$ cat src/e1fg_map.svh
// ==========================================================
// How it works
// - framing disable, CRC enable, modified CRC, signalling enable pick the frame type
// - alignment word in TS0 bits 2-8 of even frames, bit 2 one in odd
// - each request inverts one alignment bit, one alignment word or one marker bit
// - basic frames send upper/lower international value in bit 1 when not disabled
// - manual remote alarm sends a one in the A bit
// - automatic remote alarm follows receive conditions chosen by criterion select
// - basic frames send first codeword bit of each enabled national bit
// - CRC multiframe alignment word in bit 1 of first six odd frames
// - CRC of previous sub-multiframe goes into bit 1 of even frames
// - each request inverts one CRC alignment word or one set of CRC bits
// - reporting on and alignment held: one zero per receive CRC error
// - international values fill E bits when alignment lost or reporting off
// - reporting off with international disable set leaves E bits untouched
// - CRC multiframes send each national bit's four codeword bits in successive odd frames
// - signalling multiframes place four zeros in TS16 bits 1-4 of frame 0
// - each request inverts one signalling alignment word
// - extra bits fill TS16 bits 5, 7 and 8 of frame 0 unless disabled
// - signalling alarm value goes into TS16 bit 6 of frame 0
// - TS16 all-zero or all-one overwrite, zeros win
// - modified CRC mode changes only national and CRC bits
// - framing disabled passes payload through untouched
// - flags set at first bit of each unit, enabled flags drive interrupt low
`ifndef E1FG_MAP_SVH
`define E1FG_MAP_SVH

// ==========================================================
// Register offsets
`define E1FG_OFS_CTRL   8'h00
`define E1FG_OFS_INV    8'h04
`define E1FG_OFS_MAINT  8'h08
`define E1FG_OFS_NATEN  8'h0c
`define E1FG_OFS_CODE   8'h10
`define E1FG_OFS_EXTRA  8'h14
`define E1FG_OFS_FLAG   8'h18
`define E1FG_OFS_FLAGEN 8'h1c

// ==========================================================
// Control field positions
`define E1FG_CTRL_FRAMING_DISABLE   0
`define E1FG_CTRL_CRC    1
`define E1FG_CTRL_MOD    2
`define E1FG_CTRL_SIG    3
`define E1FG_CTRL_INTL_BIT_INSERT_DISABLE  4
`define E1FG_CTRL_FEDIS  5
`define E1FG_CTRL_EXTRA_BITS_DISABLE   6
`define E1FG_MNT_RAIM    2
`define E1FG_MNT_RAIA    3
`define E1FG_MNT_CRIT    4
`define E1FG_MNT_MFAL    5
`define E1FG_MNT_ZERO    6
`define E1FG_MNT_ONE     7

// ==========================================================
// Reset values and patterns
`define E1FG_CTRL_RST  7'h01
`define E1FG_MAINT_RST 8'h03
`define E1FG_FAS_WORD  7'h1b
`define E1FG_MFAS_WORD 6'h0b
`define E1FG_CRC_POLY  4'h3

`endif

$ cat src/e1fg_pkg.sv
package e1fg_pkg;
    // Invert request slots
    typedef enum logic [2:0] {
        E1FG_INV_FAS_BIT  = 3'h0,
        E1FG_INV_FAS_WORD = 3'h1,
        E1FG_INV_NFAS     = 3'h2,
        E1FG_INV_MFAS     = 3'h3,
        E1FG_INV_SIG      = 3'h4,
        E1FG_INV_CRC      = 3'h5
    } e1fg_inv_t;

    // Indication flag slots
    typedef enum logic [2:0] {
        E1FG_FLG_ALIGN = 3'h0,
        E1FG_FLG_BASIC = 3'h1,
        E1FG_FLG_CRCMF = 3'h2,
        E1FG_FLG_SMF   = 3'h3,
        E1FG_FLG_SIGMF = 3'h4
    } e1fg_flag_t;

    typedef logic [5:0] e1fg_invvec_t;
    typedef logic [4:0] e1fg_flagvec_t;
endpackage : e1fg_pkg

$ cat src/e1fg_crc.sv
`timescale 1ns/1ns
// ==========================================================
// Serial CRC, MSB-first shift with feedback polynomial
module e1fg_crc #(
    parameter int           WIDTH = 4,
    parameter logic [WIDTH-1:0] POLY = 4'h3
) (
    // Clock and reset
    input  wire logic             pclk,
    input  wire logic             presetn,
    // Data
    input  wire logic             step,
    input  wire logic             restart,
    input  wire logic             din,
    output logic      [WIDTH-1:0] crc_next
);
    logic [WIDTH-1:0] crc_q;
    logic             fb;

    // Feedback term and next remainder
    assign fb       = crc_q[WIDTH-1] ^ din;
    assign crc_next = {crc_q[WIDTH-2:0], 1'b0} ^ (fb ? POLY : '0);

    // Restart clears in the same step as the result is taken
    always_ff @(posedge pclk or negedge presetn) begin
        if (!presetn) begin
            crc_q <= '0;
        end else if (step) begin
            crc_q <= restart ? '0 : crc_next;
        end
    end
endmodule : e1fg_crc

$ cat src/e1fg_top.sv
// The register offsets and the APB register port are this design's own decisions.
`timescale 1ns/1ns
`include "e1fg_map.svh"
// ==========================================================
// E1 transmit frame generator
module e1fg_top (
    // Clock and reset
    input  wire logic        pclk,
    input  wire logic        presetn,
    // APB slave
    input  wire logic        psel,
    input  wire logic        penable,
    input  wire logic        pwrite,
    input  wire logic [7:0]  paddr,
    input  wire logic [31:0] pwdata,
    output logic      [31:0] prdata,
    output logic             pready,
    output logic             pslverr,
    // Payload in from payload control
    input  wire logic        in_valid,
    input  wire logic        in_bit,
    // Receive path status
    input  wire logic        rx_frame_lost,
    input  wire logic        rx_alt_alarm,
    input  wire logic        crc_mf_alignment_lost,
    input  wire logic        rx_crc_error,
    input  wire logic        rx_crc_smf,
    // Stream out to HDLC insertion
    output logic             out_valid,
    output logic             out_bit,
    // Interrupt
    output logic             irq_n
);
    // ======================================================
    // Register state
    logic [6:0]                ctrl_q;
    logic [7:0]                maint_q;
    logic [4:0]                naten_q;
    logic [19:0]               code_q;
    logic [2:0]                extra_q;
    e1fg_pkg::e1fg_flagvec_t   flag_q, flagen_q;
    e1fg_pkg::e1fg_invvec_t    pend_q, act_q;
    logic [1:0]                epend_q;
    logic [3:0]                crc_tx_q;
    logic [2:0]                b_q;
    logic [4:0]                ts_q;
    logic [3:0]                fr_q;
    logic [31:0]               prdata_q;
    logic                      pready_q, pslverr_q, out_valid_q, out_bit_q, irq_n_q;

    // ======================================================
    // Mode decode
    wire framing_disable              = ctrl_q[`E1FG_CTRL_FRAMING_DISABLE];
    wire crc_multiframe_enable        = ctrl_q[`E1FG_CTRL_CRC];
    wire modified_crc_select          = ctrl_q[`E1FG_CTRL_MOD];
    wire signalling_multiframe_enable = ctrl_q[`E1FG_CTRL_SIG];
    wire intl_bit_insert_disable      = ctrl_q[`E1FG_CTRL_INTL_BIT_INSERT_DISABLE];
    wire far_end_error_disable        = ctrl_q[`E1FG_CTRL_FEDIS];
    wire extra_bits_disable           = ctrl_q[`E1FG_CTRL_EXTRA_BITS_DISABLE];
    wire [1:0] intl_val               = maint_q[1:0];
    wire remote_alarm_manual          = maint_q[`E1FG_MNT_RAIM];
    wire remote_alarm_auto            = maint_q[`E1FG_MNT_RAIA];
    wire remote_alarm_criterion_select = maint_q[`E1FG_MNT_CRIT];
    wire sig_multiframe_alarm         = maint_q[`E1FG_MNT_MFAL];
    wire slot16_all_zero              = maint_q[`E1FG_MNT_ZERO];
    wire slot16_all_one               = maint_q[`E1FG_MNT_ONE];

    // Frame type selection
    wire frm_on   = ~framing_disable;
    wire mod_on   = frm_on & crc_multiframe_enable & modified_crc_select;
    wire crc_on   = frm_on & crc_multiframe_enable & ~modified_crc_select;
    wire basic_on = frm_on & ~mod_on;
    wire cas_on   = basic_on & signalling_multiframe_enable;
    wire crc_any  = crc_on | mod_on;

    // ======================================================
    // Position in the multiframe
    wire ts0    = (ts_q == 5'h00);
    wire ts16   = (ts_q == 5'h10);
    wire evenf  = ~fr_q[0];
    wire bit1   = (b_q == 3'h0);
    wire fstart = in_valid & ts0 & bit1;
    wire mfst   = fstart & (fr_q == 4'h0);
    wire smfst  = fstart & (fr_q[2:0] == 3'h0);
    wire smfend = in_valid & (ts_q == 5'h1f) & (b_q == 3'h7) & (fr_q[2:0] == 3'h7);
    wire [2:0] sa_idx = b_q - 3'h3;

    // ======================================================
    // TS0 bit 1 handling
    wire crc_pos  = ts0 & bit1 & evenf & crc_any;
    wire mfas_pos = ts0 & bit1 & ~evenf & crc_on & (fr_q < 4'hd);
    wire e_pos    = ts0 & bit1 & ~evenf & crc_on & (fr_q >= 4'hd);
    wire e_slot   = fr_q[1];                 // 0 for first E bit, 1 for second
    wire crc_val  = crc_tx_q[2'h3 - fr_q[2:1]] ^ act_q[e1fg_pkg::E1FG_INV_CRC];
    wire [5:0] mfas_val = `E1FG_MFAS_WORD >> (3'h5 - fr_q[3:1]);
    wire mfas_bit = mfas_val[0] ^ act_q[e1fg_pkg::E1FG_INV_MFAS];
    wire e_report = ~far_end_error_disable & ~crc_mf_alignment_lost;
    wire e_intl   = (~far_end_error_disable & crc_mf_alignment_lost)
                  | (far_end_error_disable & ~intl_bit_insert_disable);
    wire e_val    = e_report ? ~epend_q[e_slot] : intl_val[~e_slot];
    wire si_pos   = ts0 & bit1 & basic_on & ~crc_on & ~intl_bit_insert_disable;
    wire si_val   = evenf ? intl_val[1] : intl_val[0];

    // ======================================================
    // TS0 bits 2 to 8
    wire fas_pos   = ts0 & ~bit1 & evenf & basic_on;
    wire [6:0] fas_sh = `E1FG_FAS_WORD >> (3'h7 - b_q);
    wire fas_val   = fas_sh[0] ^ act_q[e1fg_pkg::E1FG_INV_FAS_WORD]
                   ^ (act_q[e1fg_pkg::E1FG_INV_FAS_BIT] & (b_q == 3'h1));
    wire nfas_pos  = ts0 & ~evenf & basic_on & (b_q == 3'h1);
    wire nfas_val  = 1'b1 ^ act_q[e1fg_pkg::E1FG_INV_NFAS];
    wire rai_pos   = ts0 & ~evenf & basic_on & (b_q == 3'h2);
    wire rai_cond  = remote_alarm_criterion_select ? rx_alt_alarm : rx_frame_lost;
    wire rai_val   = remote_alarm_manual | (remote_alarm_auto & rai_cond);
    wire sa_pos    = ts0 & ~evenf & frm_on & (b_q >= 3'h3) & naten_q[sa_idx];
    wire [1:0] cw_j = crc_any ? fr_q[2:1] : 2'h0;
    wire sa_val    = code_q[{sa_idx, cw_j}];

    // ======================================================
    // TS16 signalling multiframe
    wire sig_pos  = ts16 & cas_on;
    wire x_en     = ~extra_bits_disable;
    wire sig_val  = slot16_all_zero ? 1'b0 :
                    slot16_all_one  ? 1'b1 :
                    (fr_q != 4'h0)  ? in_bit :
                    (b_q < 3'h4)    ? act_q[e1fg_pkg::E1FG_INV_SIG] :
                    (b_q == 3'h5)   ? sig_multiframe_alarm :
                    ~x_en           ? in_bit :
                    (b_q == 3'h4)   ? extra_q[0] :
                    (b_q == 3'h6)   ? extra_q[1] : extra_q[2];

    // ======================================================
    // Output selection, lowest priority is pass-through
    wire out_d = framing_disable ? in_bit :
                 crc_pos  ? crc_val  :
                 mfas_pos ? mfas_bit :
                 (e_pos & (e_report | e_intl)) ? e_val :
                 si_pos   ? si_val   :
                 fas_pos  ? fas_val  :
                 nfas_pos ? nfas_val :
                 rai_pos  ? rai_val  :
                 sa_pos   ? sa_val   :
                 sig_pos  ? sig_val  : in_bit;

    // CRC runs over the sent stream with its own slots zero
    wire [3:0] crc_next;
    e1fg_crc #(.WIDTH(4), .POLY(`E1FG_CRC_POLY)) u_crc (
        .pclk     (pclk),
        .presetn  (presetn),
        .step     (in_valid),
        .restart  (smfend),
        .din      (out_d & ~crc_pos),
        .crc_next (crc_next)
    );

    // ======================================================
    // Request arming: a request is held until its unit starts
    wire even_st = fstart & evenf & basic_on;
    e1fg_pkg::e1fg_invvec_t arm;
    assign arm = {smfst & crc_any, mfst & cas_on, mfst & crc_on,
                  fstart & ~evenf & basic_on, even_st, even_st};
    wire apb_wr   = psel & penable & pwrite & pready_q;
    wire [7:0] ofs = paddr;
    wire wr_inv   = apb_wr & (ofs == `E1FG_OFS_INV);
    wire wr_flag  = apb_wr & (ofs == `E1FG_OFS_FLAG);
    e1fg_pkg::e1fg_invvec_t pend_d, act_d, wset;
    assign wset   = wr_inv ? pwdata[5:0] : 6'h00;
    assign pend_d = (pend_q & ~arm) | wset;
    assign act_d  = (act_q & ~arm) | (pend_q & arm);

    // E bit pending errors: a new error beats the clear
    wire [1:0] e_clr = {2{in_valid & e_pos & e_report}} & {e_slot, ~e_slot};
    wire [1:0] e_set = {2{rx_crc_error}} & {rx_crc_smf, ~rx_crc_smf};
    wire [1:0] epend_d = (epend_q & ~e_clr) | e_set;

    // Indication flags, set wins over write-one-to-clear
    e1fg_pkg::e1fg_flagvec_t fset, flag_d;
    assign fset   = {mfst & cas_on, smfst & crc_any, mfst & crc_any,
                     fstart & frm_on, even_st};
    assign flag_d = (flag_q & ~(wr_flag ? pwdata[4:0] : 5'h00)) | fset;

    // ======================================================
    // APB decode and read mux
    wire setup = psel & ~penable;
    wire hit   = (ofs[7:5] == 3'h0) & (ofs[1:0] == 2'h0);
    wire [31:0] rd_mux =
        (ofs == `E1FG_OFS_CTRL)   ? {25'h0, ctrl_q}   :
        (ofs == `E1FG_OFS_INV)    ? {26'h0, pend_q}   :
        (ofs == `E1FG_OFS_MAINT)  ? {24'h0, maint_q}  :
        (ofs == `E1FG_OFS_NATEN)  ? {27'h0, naten_q}  :
        (ofs == `E1FG_OFS_CODE)   ? {12'h0, code_q}   :
        (ofs == `E1FG_OFS_EXTRA)  ? {29'h0, extra_q}  :
        (ofs == `E1FG_OFS_FLAG)   ? {27'h0, flag_q}   :
        (ofs == `E1FG_OFS_FLAGEN) ? {27'h0, flagen_q} : 32'h0;

    // Zero-wait slave: answer in the first access cycle
    always_ff @(posedge pclk or negedge presetn) begin
        if (!presetn) begin
            pready_q  <= 1'b0;
            pslverr_q <= 1'b0;
            prdata_q  <= 32'h0;
        end else begin
            pready_q  <= setup;
            pslverr_q <= setup & ~hit;
            prdata_q  <= (setup & ~pwrite & hit) ? rd_mux : 32'h0;
        end
    end

    // Software-owned configuration
    always_ff @(posedge pclk or negedge presetn) begin
        if (!presetn) begin
            ctrl_q   <= `E1FG_CTRL_RST;
            maint_q  <= `E1FG_MAINT_RST;
            naten_q  <= 5'h00;
            code_q   <= 20'h0;
            extra_q  <= 3'h7;
            flagen_q <= 5'h00;
        end else if (apb_wr) begin
            if (ofs == `E1FG_OFS_CTRL)   ctrl_q   <= pwdata[6:0];
            if (ofs == `E1FG_OFS_MAINT)  maint_q  <= pwdata[7:0];
            if (ofs == `E1FG_OFS_NATEN)  naten_q  <= pwdata[4:0];
            if (ofs == `E1FG_OFS_CODE)   code_q   <= pwdata[19:0];
            if (ofs == `E1FG_OFS_EXTRA)  extra_q  <= pwdata[2:0];
            if (ofs == `E1FG_OFS_FLAGEN) flagen_q <= pwdata[4:0];
        end
    end

    // Hardware-owned state: requests, errors, flags, CRC result
    always_ff @(posedge pclk or negedge presetn) begin
        if (!presetn) begin
            pend_q   <= 6'h00;
            act_q    <= 6'h00;
            epend_q  <= 2'h0;
            flag_q   <= 5'h00;
            crc_tx_q <= 4'h0;
            irq_n_q  <= 1'b1;
        end else begin
            pend_q   <= pend_d;
            act_q    <= act_d;
            epend_q  <= epend_d;
            flag_q   <= flag_d;
            irq_n_q  <= ~|(flag_d & flagen_q);
            if (smfend) begin
                crc_tx_q <= crc_next;
            end
        end
    end

    // Bit, timeslot and frame counters advance per payload bit
    always_ff @(posedge pclk or negedge presetn) begin
        if (!presetn) begin
            b_q  <= 3'h0;
            ts_q <= 5'h00;
            fr_q <= 4'h0;
        end else if (in_valid) begin
            b_q <= b_q + 3'h1;
            if (b_q == 3'h7) begin
                ts_q <= ts_q + 5'h01;
                if (ts_q == 5'h1f) begin
                    fr_q <= fr_q + 4'h1;
                end
            end
        end
    end

    // One cycle of latency on the stream
    always_ff @(posedge pclk or negedge presetn) begin
        if (!presetn) begin
            out_valid_q <= 1'b0;
            out_bit_q   <= 1'b0;
        end else begin
            out_valid_q <= in_valid;
            out_bit_q   <= in_valid ? out_d : 1'b0;
        end
    end

    // ======================================================
    // Outputs straight from flops
    assign prdata    = prdata_q;
    assign pready    = pready_q;
    assign pslverr   = pslverr_q;
    assign out_valid = out_valid_q;
    assign out_bit   = out_bit_q;
    assign irq_n     = irq_n_q;
endmodule : e1fg_top
$ cat config.mk
export PLATFORM = sky130hd
export DESIGN_NAME = e1fg_top
export DESIGN_NICKNAME = d
export VERILOG_FILES = /design/src/e1fg_pkg.sv /design/src/e1fg_crc.sv /design/src/e1fg_top.sv
export VERILOG_INCLUDE_DIRS = /design/src
export SDC_FILE = /design/constraint.sdc
export NUM_CORES = 1
export LEC_CHECK = 0
export BUFFER_PORTS_ARGS = -buffer_cell sky130_fd_sc_hd__buf_4
export CORE_MARGIN = 2
export CORE_UTILIZATION = 45
export DETAILED_ROUTE_END_ITERATION = 12
export PLACE_DENSITY_LB_ADDON = 0.3
export SLEW_MARGIN = 10
export SYNTH_ARGS = -nofsm -noshare
export SYNTH_HDL_FRONTEND = slang
export SYNTH_SLANG_ARGS = --single-unit
$ cat constraint.sdc
create_clock -name pclk -period 2.97 [get_ports pclk]
set_input_delay 0.594 -clock pclk [delete_from_list [all_inputs] [get_ports pclk]]
set_output_delay 0.594 -clock pclk [all_outputs]
set_load 0.1 [all_outputs]
### Word-level counts from Yosys, hierarchy flattened

Cells that the tools add are included.

* register bits: 112
* bits of input ports: 52
* output and inout port bits: 37

* $add $sub $neg: 7
* magnitude comparators: 9
* equal/unequal tests: 16
* shift-type cells: 2
* muxes and demuxes: 46
* bitwise operators: 103
* reductions and logical operators: 18

Operator list (count)
* $mux W20: 6
* $and A1 B1 Y1: 61
* $eq A8 B5 Y1 const B: 4
* $mux W1: 29
* $mux W5: 4
* $and A6 B6 Y6: 3
* $not A1 Y1: 17
* $eq A8 B4 Y1 const B: 2
* $eq A3 B3 Y1 const B: 5
* $reduce_and A2 Y1: 7
* $or A6 B6 Y6: 2
* $and A5 B5 Y5: 2
* $eq A5 B5 Y1 const B: 2
* $logic_not A3 Y1: 3
* $eq A8 B3 Y1 const B: 1
* $logic_not A8 Y1: 1
* $and A2 B2 Y2: 3
* $lt A5 B6 Y1 const B: 1
* $mux W6: 1
* $not A6 Y6: 1
* $sub A3 B3 Y3 const A: 2
* $add A5 B1 Y5 const B: 1
* $bmux W1 S5: 1
* $logic_not A5 Y1: 1
* other kinds (32): 41

### Logic depth before layout (Yosys ltp)

Gate-level depths: netlist of the first run.

* depth in word-level cells: 24
* depth in mapped cells: 12

### By module

From an unflattened synthesis of the first run, not the netlist that was laid out.

* cell total of the unflattened synthesis: 539
* area total of the unflattened synthesis: 5923.2 µm²

By module, submodules not included
* e1fg_top: times used 1, cells each 517, area an instance 5696.7 µm², seq. area each 2711.4 µm²
* e1fg_crc: times used 1, cells each 22, area an instance 226.5 µm², seq. area each 100.1 µm²

### Least setup slack after synthesis of the first run

No wires, ideal clock.

* path type: reg-to-reg
* start point: register b_q[0]
* end point: register u_crc.crc_q[1]
* setup time: 0.135 ns
* arrival: 2.552 ns
* required time: 2.835 ns
* path slack: 0.284 ns
* cell stages (with the launch flop): 13
* buffers on the path: 1
* cells stage by stage: dfrtp_1 > buf_2 > inv_1 > ha_1 > nor2b_1 > and3_1 > o31ai_1 > o31a_1 > a41oi_2 > o41ai_2 > a21oi_2 > xnor2_1 > o22ai_1

* elaborated cells between the ends (all ways): 64

RTL lines
* start, declared: line e1fg_top.sv:45 `logic [2:0] b_q;`
* start signal, assigned: line e1fg_top.sv:256 `b_q <= b_q + 3'h1;`
* $sub A3 B2 Y3 (*): line e1fg_top.sv:86 `wire [2:0] sa_idx = b_q - 3'h3;`
* net sa_idx[0]: line e1fg_top.sv:86
* branches (longest 3 deep; another with $bmux W1 S5)
* $mux W1 (*): line e1fg_top.sv:142 `sa_pos ? sa_val :`
* $mux W1 (*): line e1fg_top.sv:141 `rai_pos ? rai_val :`
* $mux W1 (*): line e1fg_top.sv:140 `nfas_pos ? nfas_val :`
* $mux W1 (*): line e1fg_top.sv:139 `fas_pos ? fas_val :`
* $mux W1 (*): line e1fg_top.sv:138 `si_pos ? si_val :`
* $mux W1 (*): line e1fg_top.sv:137 `(e_pos & (e_report | e_intl)) ? e_val :`
* $mux W1 (*): line e1fg_top.sv:136 `mfas_pos ? mfas_bit :`
* $mux W1 (*): line e1fg_top.sv:135 `crc_pos ? crc_val :`
* $mux W1 (*): line e1fg_top.sv:134 `wire out_d = framing_disable ? in_bit :`
* $and A1 B1 Y1 (*): line e1fg_top.sv:152 `.din (out_d & ~crc_pos),`
* $xor A1 B1 Y1 (*): line e1fg_crc.sv:21 `assign fb = crc_q[WIDTH-1] ^ din;`
* $mux W2 (*): line e1fg_crc.sv:22 `assign crc_next = {crc_q[WIDTH-2:0], 1'b0} ^ (fb ? POLY : '0);`
* $xor A4 B4 Y4 (*): line e1fg_crc.sv:22
* $mux W4 (*): line e1fg_crc.sv:29 `crc_q <= restart ? '0 : crc_next;`
* end signal, assigned: line e1fg_crc.sv:29
* end, declared: line e1fg_crc.sv:17 `logic [WIDTH-1:0] crc_q;`

Mark *: on every way through the listed nets, which the timed path passes. The select of a mux whose other input is x is not followed.
A chain may end at the register's enable or synchronous reset.

### Worst setup path in the final report of the first run

* start point: register ts_q[0]
* end point: register u_crc.crc_q[1]

* longest elaborated chain between the ends: 19
* elaborated cells between the ends (all ways): 44

RTL lines
* start, declared: line e1fg_top.sv:46 `logic [4:0] ts_q;`
* start signal, assigned: line e1fg_top.sv:258 `ts_q <= ts_q + 5'h01;`
* $logic_not A5 Y1: line e1fg_top.sv:78 `wire ts0 = (ts_q == 5'h00);`
* $and A1 B1 Y1: line e1fg_top.sv:110, e1fg_top.sv:112, e1fg_top.sv:115
* $and A1 B1 Y1 (3 in series): line e1fg_top.sv:115 `wire sa_pos = ts0 & ~evenf & frm_on & (b_q >= 3'h3) & naten_q[sa_idx];`
* $mux W1: line e1fg_top.sv:142
* $mux W1: line e1fg_top.sv:141
* $mux W1: line e1fg_top.sv:140
* $mux W1: line e1fg_top.sv:139
* $mux W1: line e1fg_top.sv:138
* $mux W1: line e1fg_top.sv:137
* $mux W1: line e1fg_top.sv:136
* $mux W1: line e1fg_top.sv:135
* $mux W1: line e1fg_top.sv:134
* $and A1 B1 Y1: line e1fg_top.sv:152
* $xor A1 B1 Y1: line e1fg_crc.sv:21
* $mux W2: line e1fg_crc.sv:22
* $xor A4 B4 Y4: line e1fg_crc.sv:22
* $mux W4 (*): line e1fg_crc.sv:29

Mark *: on every way between the ends. The rest lies on a longest branch, timed or not.

==> results of run 1 <==
==> repair_timing <==
item                                    CTS  global route
endpoints found under the setup margin    0             1
endpoints found under the hold margin     0             0
resized for setup                         0             2
==> layer usage <==
layer / track usage, % / vias to the layer above
met3: 4.26 / 16
met4: 5.63 / 0
met1: 30.4 / 2122
met5: 0 / -
li1: - / 1955
met2: 33.9 / 158
==> state kept, by name (all words and copies together) (netlist names), 2 cells and up, named ones only <==
signal	cells
flag_q	5
extra_q	3
maint_q	8
pend_q	6
b_q	3
code_q	20
prdata	20
flagen_q	5
naten_q	5
fr_q	4
crc_tx_q	4
u_crc.crc_q	4
epend_q	2
ts_q	5
ctrl_q	7
==> cells in the final DEF, fill, tap and decap left out, drive strengths merged, types with 11 or more instances in the layout <==
master / synthesis / routed
nor2: 31 / 31
a21oi: 17 / 17
conb: 1 / 12
inv: 23 / 23
and2: 11 / 11
buf: 19 / 83
mux2: 57 / 57
ha: 16 / 16
o21ai: 22 / 22
nand2: 46 / 46
dfrtp: 105 / 105
nor3: 16 / 16
mux2i: 16 / 16
==> per-stage QoR <==
stage	power (W)	area, sq um	utilization [%]	setup slack (ns)	hold slack [ns]
floorplan	0.00237	5710	-	0.284	0.298
global placement	0.00264	6400	51.3	0.194	0.452
detailed placement	0.00267	6400	51.3	0.189	0.460
CTS	0.00386	6690	53.6	0.167	0.274
global route	0.00402	6690	53.7	0.0450	0.304
finish	0.00385	6690	53.7	0.164	0.253
==> worst max-delay path, cell delays in order (launching register included) <==
cell     delay [ns]
dfrtp_1        0.39
inv_1          0.10
ha_1           0.16
or4b_4         0.50
or2_1          0.29
a21oi_2        0.16
o31a_1         0.17
a41oi_2        0.05
o41ai_2        0.40
a21oi_2        0.13
xnor2_1        0.21
o22ai_1        0.10
==> kinds of logic after synthesis <==
family / Yosys count / share of synthesized area (%)
AOI/OAI and AO/OA: 88 / 10.9
and+or+nand+nor: 151 / 13.5
other: 1 / 0.0661
DFF: 112 / 49.6
muxes: 78 / 16.1
adders and majority gates: 16 / 3.53
buffers and inverters: 55 / 4.54
xor gates and xnor gates: 12 / 1.85
==> cell type report <==
cell class	count	area [sq um]
Timing Repair Buffer	83	636
Multi-Input combinational cell	357	2650
Inverter	23	86.3
Tap cell	172	215
Clock buffer	10	229
Fill cell	1099	5770
Sequential cell	112	2810
Clock inverter	6	60.1
==> worst min path at each step <==
| stage | cells past startpoint | start | to |
|---|---|---|---|
| floorplan | 0 | presetn | asynchronous set/reset pin |
| global placement | 1 | flagen_q[4] | irq_n |
| detailed placement | 1 | flagen_q[4] | irq_n |
| CTS | 1 | presetn | fr_q[2] |
| global route | 1 | presetn | fr_q[2] |
| finish | 1 | presetn | ts_q[3] |
==> power by group through the flow <==
stage	combinational, W	sequential [W]	clock, W
finish	0.000946	0.00170	0.00120
global route	0.00103	0.00172	0.00128
CTS	0.000940	0.00170	0.00122
detailed placement	0.000935	0.00173	0
global placement	0.000916	0.00173	0
floorplan	0.000613	0.00176	0
==> run_results.csv, run 1 <==
group,metric,value,unit
route,first_pass_iters,7,
pwr,powerDensity,575,nW/um^2
setup_path,endpoint_kind,"flip-flop",
setup_path,cp-startpoint,"ts_q[0]",
route,wl_met1,6190,um
floorplanning,start_util,45.5,%
synth,postSynth.asyncResetShare,100,%
floorplanning,rows,41,
clock_tree,clk_pin_slew,0.07,ns
route,drc,0,
timing,final.setup.tns,0,ns
setup_path,endpoint,"u_crc.crc_q[1]",
pwr,pwr-share-clk,31.2,%
setup_path,worst-r2r-cell-count,11,
route,routed-wl-met2,6510,um
synth,synthCells,513,
setup_path,timing.rr.start,"ts_q[0]",
placement,place_congestion,0.937,
setup_path,reg2reg_to,"u_crc.crc_q[1]",
route,route.met3.wl,949,um
route,drtIter0Drc,338,
synth,netlist_area,5670,sq um
final_layout,syn2layout_area_growth,18.0,%
synth,synth.yosys.seq_area_share,49.6,%
worst_hold_path,min_path_type,"input pin to asynchronous set/reset pin",
setup_path,required,3.21,ns
pwr,comb_power_share,24.6,%
synth,synth_most_common_cell,"dfrtp_1",
synth,netlist_top_cells_area,"dfrtp_1 (46%), mux2_2 (8.5%), ha_1 (3.5%)",
synth,synth_edf_count,0,
placement,dp_cells,747,
pwr,p_sw,0.00121,W
pwr,sw_frac_of_total,31.5,%
pwr,peakVddDrop,0.279,mV
floorplanning,pin_count,89,
timing,finalCritPeriodShare,94.5,%
final_layout,fin_cells,763,
setup_path,critPathKind,"flip-flop to flip-flop",
pwr,p_leak,3.14,nW
grt,antenna_found_initial,0,
clock_tree,cts_buffers,9,
synth,netlist-cell-type-count,62,
synth,synth_top_area_share,46.3,%
grt,grt_start_max_net_pins,67,
synth,synth-seq-cells,112,
placement,numPortBuffers,64,
clock_tree,clockBufferDepth,2,
timing,clock_skew,0.0108,ns
synth,synth.avg_cell_area,11.1,sq um
synth,synth_area_leader_cell,"dfrtp_1",
synth,yosys_warnings,0,
grt,grt_overflow,0,
pwr,seqPwrFrac,44.3,%
route,ant_nets,0,
floorplanning,dieArea,13500,sq um
timing,maxSlewViolCount,0,
status,run_status,"complete, no violations",
floorplanning,chipHeight,116,um
clock_tree,htree_num_levels,3,
final_layout,nets,654,
grt,grt_pass1_wl,22100,um
clock_tree,cts_hold_buf,0,
route,wl_per_cell,18.1,um
grt,track_usage,21.4,%
timing,relSlewSlack,58.8,%
route,routed_wl,13800,um
clock_tree,root_buffer,"clkbuf_16",
floorplanning,fp.dieW,116,um
setup_path,critPathMaxFanout,4,
placement,hpwl,10300,um
clock_tree,postCtsSetupBuffers,0,
timing,finalCriticalPeriod,2.81,ns
grt,grt_pass1_vias,4134,
setup_path,cp.arrival,3.04,ns
final_layout,drive_gt1_share,28.6,%
clock_tree,clk_latency,0.36,ns
clock_tree,cts_tree,"built",
timing,worst_pin_slew,0.616,ns
timing,hold_viol_final,0,
timing,setup_viol,0,
run,max-cap-violations,0,
synth,synth_ff_type,"dfrtp_1",
route,vias,4251,
route,highest_layer,"met4",
timing,rsz0062_at_grt,"false",
synth,yosys-top-cells-count,"dfrtp_1 (105), nand2_1 (46), mux2_2 (43), nor2_1 (31), inv_1 (21)",
pwr,intPower,0.00264,W
route,vias_per_cell,5.57,
setup_path,worstSetupStartpointType,"flip-flop",
floorplanning,core,12500,sq um
timing,fmax,356,MHz
setup_path,r2r_slack,0.16,ns
final_layout,diodes,0,
clock_tree,clock-sinks,112,
(Power assumes the default switching activity.)
==> run 2, diff against run 1 <==
GPL_ROUTABILITY_DRIVEN = 0   (was not set)
PLACE_DENSITY = 0.77   (was not set)
PLACE_DENSITY_LB_ADDON = not set   (was 0.3)
==> run_results.csv, run 2 (same netlist as run 1, synthesis figures left out) <==
group,metric,value,unit
status,run_status,"complete, no violations",
pwr,sw_frac_of_total,31.5,%
timing,final.setup.tns,0,ns
route,drc,0,
clock_tree,cts_tree,"built",
route,wl_per_cell,18.2,um
clock_tree,htree_num_levels,3,
final_layout,drive_gt1_share,29.3,%
pwr,power,0.00400,W
timing,worst_pin_slew,0.677,ns
placement,hpwl,10400,um
setup_path,cp_slowest_stage_delay,0.50,ns
timing,hold_viol_final,0,
setup_path,critPathKind,"flip-flop to flip-flop",
route,ant_nets,0,
final_layout,regArea,2810,sq um
grt,grt_overflow,0,
route,vias_per_cell,5.63,
timing,finalCriticalPeriod,2.82,ns
final_layout,final_common_cell,"dfrtp_1",
clock_tree,clk_latency,0.36,ns
placement,numPortBuffers,64,
pwr,powerDensity,594,nW/um^2
setup_path,required,3.20,ns
timing,rsz0062_at_grt,"false",
grt,antenna_found_initial,0,
clock_tree,clockBufferDepth,2,
grt,grt_pass1_vias,4229,
timing,clock_skew,0.00830,ns
grt,grt_pass1_wl,21900,um
final_layout,fillCellCount,1052,
clock_tree,clk_pin_slew,0.07,ns
floorplanning,chipHeight,116,um
grt,track_usage,21.3,%
setup_path,critPathTopFamily,"compound AO/OA/AOI/OAI gates",
setup_path,critPathMaxFanout,4,
floorplanning,start_util,45.5,%
run,max-cap-violations,0,
pwr,peakVddDrop,0.314,mV
setup_path,cp_num_buf_inv,1,
clock_tree,cts_buffers,9,
pwr,pwr-share-clk,33.0,%
placement,dp_cells,749,
clock_tree,cts_hold_buf,0,
timing,maxSlewViolCount,0,
worst_hold_path,min_path_type,"input pin to asynchronous set/reset pin",
clock_tree,clock-sinks,112,
final_layout,diodes,0,
grt,grt_start_max_net_pins,53,
floorplanning,pin_count,89,
route,first_pass_iters,5,
floorplanning,fp.dieW,116,um
final_layout,multiInputGateArea,2660,sq um
pwr,seqPwrFrac,42.6,%
floorplanning,dieArea,13500,sq um
timing,fmax,354,MHz
floorplanning,rows,41,
route,routed_wl,13900,um
timing,relSlewSlack,54.9,%
route,vias,4308,
final_layout,nets,656,
clock_tree,postCtsSetupBuffers,0,
pwr,p_sw,0.00126,W
timing,finalCritPeriodShare,95.1,%
final_layout,fin_cells,765,
route,drtIter0Drc,421,
setup_path,endpoint_kind,"flip-flop",
setup_path,cp.arrival,3.05,ns
final_layout,syn2layout_area_growth,18.9,%
pwr,intPower,0.00274,W
clock_tree,root_buffer,"clkbuf_16",
setup_path,worstSetupStartpointType,"flip-flop",
pwr,p_leak,3.17,nW
final_layout,layout_common_cells,"dfrtp_1 (104), buf_4 (85), nand2_1 (46)",
pwr,comb_power_share,24.4,%
setup_path,crit_chain,"inv_1 -> ha_1 -> or4b_4 -> or2_1 -> a21oi_2 -> o31a_1 -> a41oi_2 -> o41ai_2 -> nand2_1 -> a221oi_1",
setup_path,cpMaxStageDelayCell,"or4b_4",
timing,setup_viol,0,
floorplanning,core,12500,sq um
[run 2: cell count changes in the layout (fill, tap and decap cells not counted), sizes merged]
| cell | before | now |
|---|---|---|
| buf | 83 | 85 |
| inv | 23 | 26 |
| clkinv | 3 | 0 |
| clkbuf | 10 | 9 |
| bufinv | 1 | 2 |
[run 2: area by class of cell]
type,count,share of cell area (%)
tap,172,3.19
inverter,23,1.28
clock inverter,7,1.50
sequential,112,41.7
timing repair buffer,85,9.46
clock buffer,9,3.34
multi-input combinational,357,39.5
[run 2: worst paths after layout]
kind | start | slack [ns] | depth (start not counted) | to
worst max-delay path | ts_q[0] | 0.15 | 10 | out_bit
worst min-delay path | presetn | 0.28 | 1 | b_q[0]
worst max register to register | ts_q[0] | 0.15 | 10 | out_bit
worst min register to register | flagen_q[4] | 0.48 | 1 | irq_n
max in group asynchronous | presetn | 1.87 | 2 | irq_n
min in group pclk | pwdata[11] | 0.45 | 2 | code_q[11]
[run 2: power by group through the flow]
stage	Sequential (W)	Clock [W]	Combinational, W
after global placement	0.00172	0	0.000907
final	0.00171	0.00132	0.000976
after global routing	0.00172	0.00141	0.00105
after floorplan	0.00176	0	0.000613
after detailed placement	0.00173	0	0.000940
after CTS	0.00170	0.00135	0.000944
[run 2: metrics by stage]
step | cell area (sq um) | utilization [%] | setup WS, ns | hold WS, ns
global route | 6740 | 54.1 | 0.00298 | 0.320
detailed placement | 6400 | 51.3 | 0.0952 | 0.471
floorplan | 5710 | - | 0.284 | 0.298
CTS | 6730 | 53.9 | 0.0921 | 0.291
global placement | 6400 | 51.3 | 0.211 | 0.451
finish | 6740 | 54.1 | 0.147 | 0.277
[run 2: timing repair]
| action | 4_1_cts | 5_1_grt |
|---|---|---|
| endpoints found under the hold margin | 0 | 0 |
| setup endpoints to repair | 0 | 5 |
| resized for setup | 0 | 4 |
[run 2: metal layers]
layer	vias up	track usage, %	share of wire, %
li1	1958	-	-
met1	2145	28.4	42
met2	172	33.3	47
met3	33	5.24	7.6
met4	0	8.81	2.9
met5	-	0	0
==> run 3, diff against run 2 <==
SETUP_SLACK_MARGIN = 0.2   (was not set)
==> run_results.csv, run 3 (same netlist as run 1, synthesis figures left out) <==
group,metric,value,unit
status,run_status,"complete, no violations",
pwr,sw_frac_of_total,31.6,%
final_layout,syn2layout_area_growth,21.7,%
timing,worst_pin_slew,0.668,ns
setup_path,critPathKind,"flip-flop to flip-flop",
clock_tree,root_buffer,"clkbuf_16",
grt,grt_overflow,0,
clock_tree,clockBufferDepth,2,
final_layout,nets,663,
route,routed_wl,14100,um
placement,numPortBuffers,64,
final_layout,drive_gt1_share,32.8,%
clock_tree,clk_pin_slew,0.07,ns
pwr,pwr-share-clk,31.5,%
timing,rsz0062_at_grt,"true",
setup_path,endpoint_kind,"flip-flop",
pwr,peakVddDrop,0.314,mV
grt,track_usage,21.3,%
grt,grt_pass1_wl,22000,um
final_layout,diodes,0,
clock_tree,clock-sinks,112,
pwr,comb_power_share,27.8,%
route,ant_nets,0,
route,drtIter0Drc,363,
timing,maxSlewViolCount,0,
timing,relSlewSlack,55.5,%
grt,grt_pass1_vias,4251,
run,max-cap-violations,0,
final_layout,fin_cells,772,
setup_path,cp.arrival,3.07,ns
timing,final.setup.tns,0,ns
grt,antenna_found_initial,0,
setup_path,cp-startpoint,"ts_q[1]",
pwr,intPower,0.00287,W
route,first_pass_iters,6,
setup_path,r2r_slack,0.13,ns
pwr,p_sw,0.00132,W
timing,fmax,352,MHz
timing,finalCritPeriodShare,95.6,%
timing,finalCriticalPeriod,2.84,ns
route,vias,4392,
placement,hpwl,10400,um
clock_tree,cts_hold_buf,0,
pwr,powerDensity,608,nW/um^2
setup_path,worstSetupStartpointType,"flip-flop",
final_layout,fin_util,55.4,%
clock_tree,clk_latency,0.36,ns
setup_path,required,3.20,ns
timing,hold_viol_final,0,
floorplanning,rows,41,
worst_hold_path,min_path_type,"input pin to asynchronous set/reset pin",
floorplanning,fp.dieW,116,um
route,vias_per_cell,5.69,
timing,setup_viol,0,
clock_tree,cts_tree,"built",
setup_path,timing.rr.start,"ts_q[1]",
floorplanning,pin_count,89,
route,wl_per_cell,18.2,um
route,drc,0,
setup_path,critPathMaxFanout,4,
grt,grt_start_max_net_pins,53,
clock_tree,htree_num_levels,3,
final_layout,layout_common_cells,"dfrtp_1 (103), buf_4 (92), nand2_1 (46)",
floorplanning,core,12500,sq um
pwr,p_leak,3.21,nW
floorplanning,start_util,45.5,%
pwr,seqPwrFrac,40.6,%
floorplanning,chipHeight,116,um
timing,clock_skew,0.00863,ns
final_layout,final_common_cell,"dfrtp_1",
placement,dp_cells,749,
clock_tree,cts_buffers,9,
floorplanning,dieArea,13500,sq um
==> run 3: cell count changes in the layout (fill, tap and decap cells not counted), moves of 2 or more <==
cell / previous run / this run
buf_4: 85 / 92
ha_1: 16 / 12
ha_4: 0 / 3
inv_1: 21 / 18
inv_2: 2 / 5
a221oi_1: 4 / 2
a221oi_2: 0 / 2
==> run 3: worst paths after layout <==
check	to	depth (start not counted)
max	crc_tx_q[0]	12
max in group asynchronous	irq_n	2
min	ts_q[1]	1
max reg2reg	crc_tx_q[0]	12
min in group pclk	code_q[11]	2
min reg2reg	irq_n	1
==> run 3: area by class of cell <==
class | count | area (sq um)
Fill cell | 1029 | 5560
Clock inverter | 7 | 101
Sequential cell | 112 | 2810
Timing Repair Buffer | 92 | 691
Clock buffer | 9 | 225
Multi-Input combinational cell | 357 | 2770
Tap cell | 172 | 215
Inverter | 23 | 86.3
==> run 3: timing repair <==
item | in CTS | in global routing
setup endpoints to repair | 5 | 5
pin swaps | 3 | 9
gates resized for setup | 3 | 22
gates cloned | 0 | 0
setup buffers | 1 | 6
==> run 3: power by group through the flow <==
| stage | Sequential [W] | Clock (W) | Combinational, W |
|---|---|---|---|
| global route | 0.00172 | 0.00141 | 0.00127 |
| finish | 0.00171 | 0.00132 | 0.00117 |
| floorplan | 0.00176 | 0 | 0.000613 |
| global placement | 0.00172 | 0 | 0.000907 |
| detailed placement | 0.00173 | 0 | 0.000940 |
| CTS | 0.00170 | 0.00135 | 0.000973 |
==> run 3: layer usage <==
metal  vias to the layer above  global-route usage (%)  wire length, um
met3                        46                    5.24              946
met2                       195                    33.2             6620
met1                      2177                    28.4             5990
met5                         -                       0                0
li1                       1974                       -                -
met4                         0                    9.29              534
==> run 3: through the flow <==
step | setup WS [ns] | total power, W | hold slack [ns] | area, sq um
global placement | 0.211 | 0.00263 | 0.451 | 6400
global route | 0.0138 | 0.00439 | 0.319 | 6900
detailed placement | 0.0952 | 0.00267 | 0.471 | 6400
floorplan | 0.284 | 0.00237 | 0.298 | 5710
finish | 0.132 | 0.00420 | 0.272 | 6900
CTS | 0.204 | 0.00402 | 0.291 | 6750
==> run 3: critical path, stage by stage, from the launching register on <==
cell and delay (ns):
dfrtp_1 0.39, inv_2 0.08, ha_4 0.13, or4b_4 0.51, or2_4 0.28, a21oi_4 0.13, o31a_1 0.15, a41oi_2 0.06
o41ai_2 0.42, a21oi_2 0.12, buf_4 0.17, xnor2_4 0.18, o21ai_1 0.08
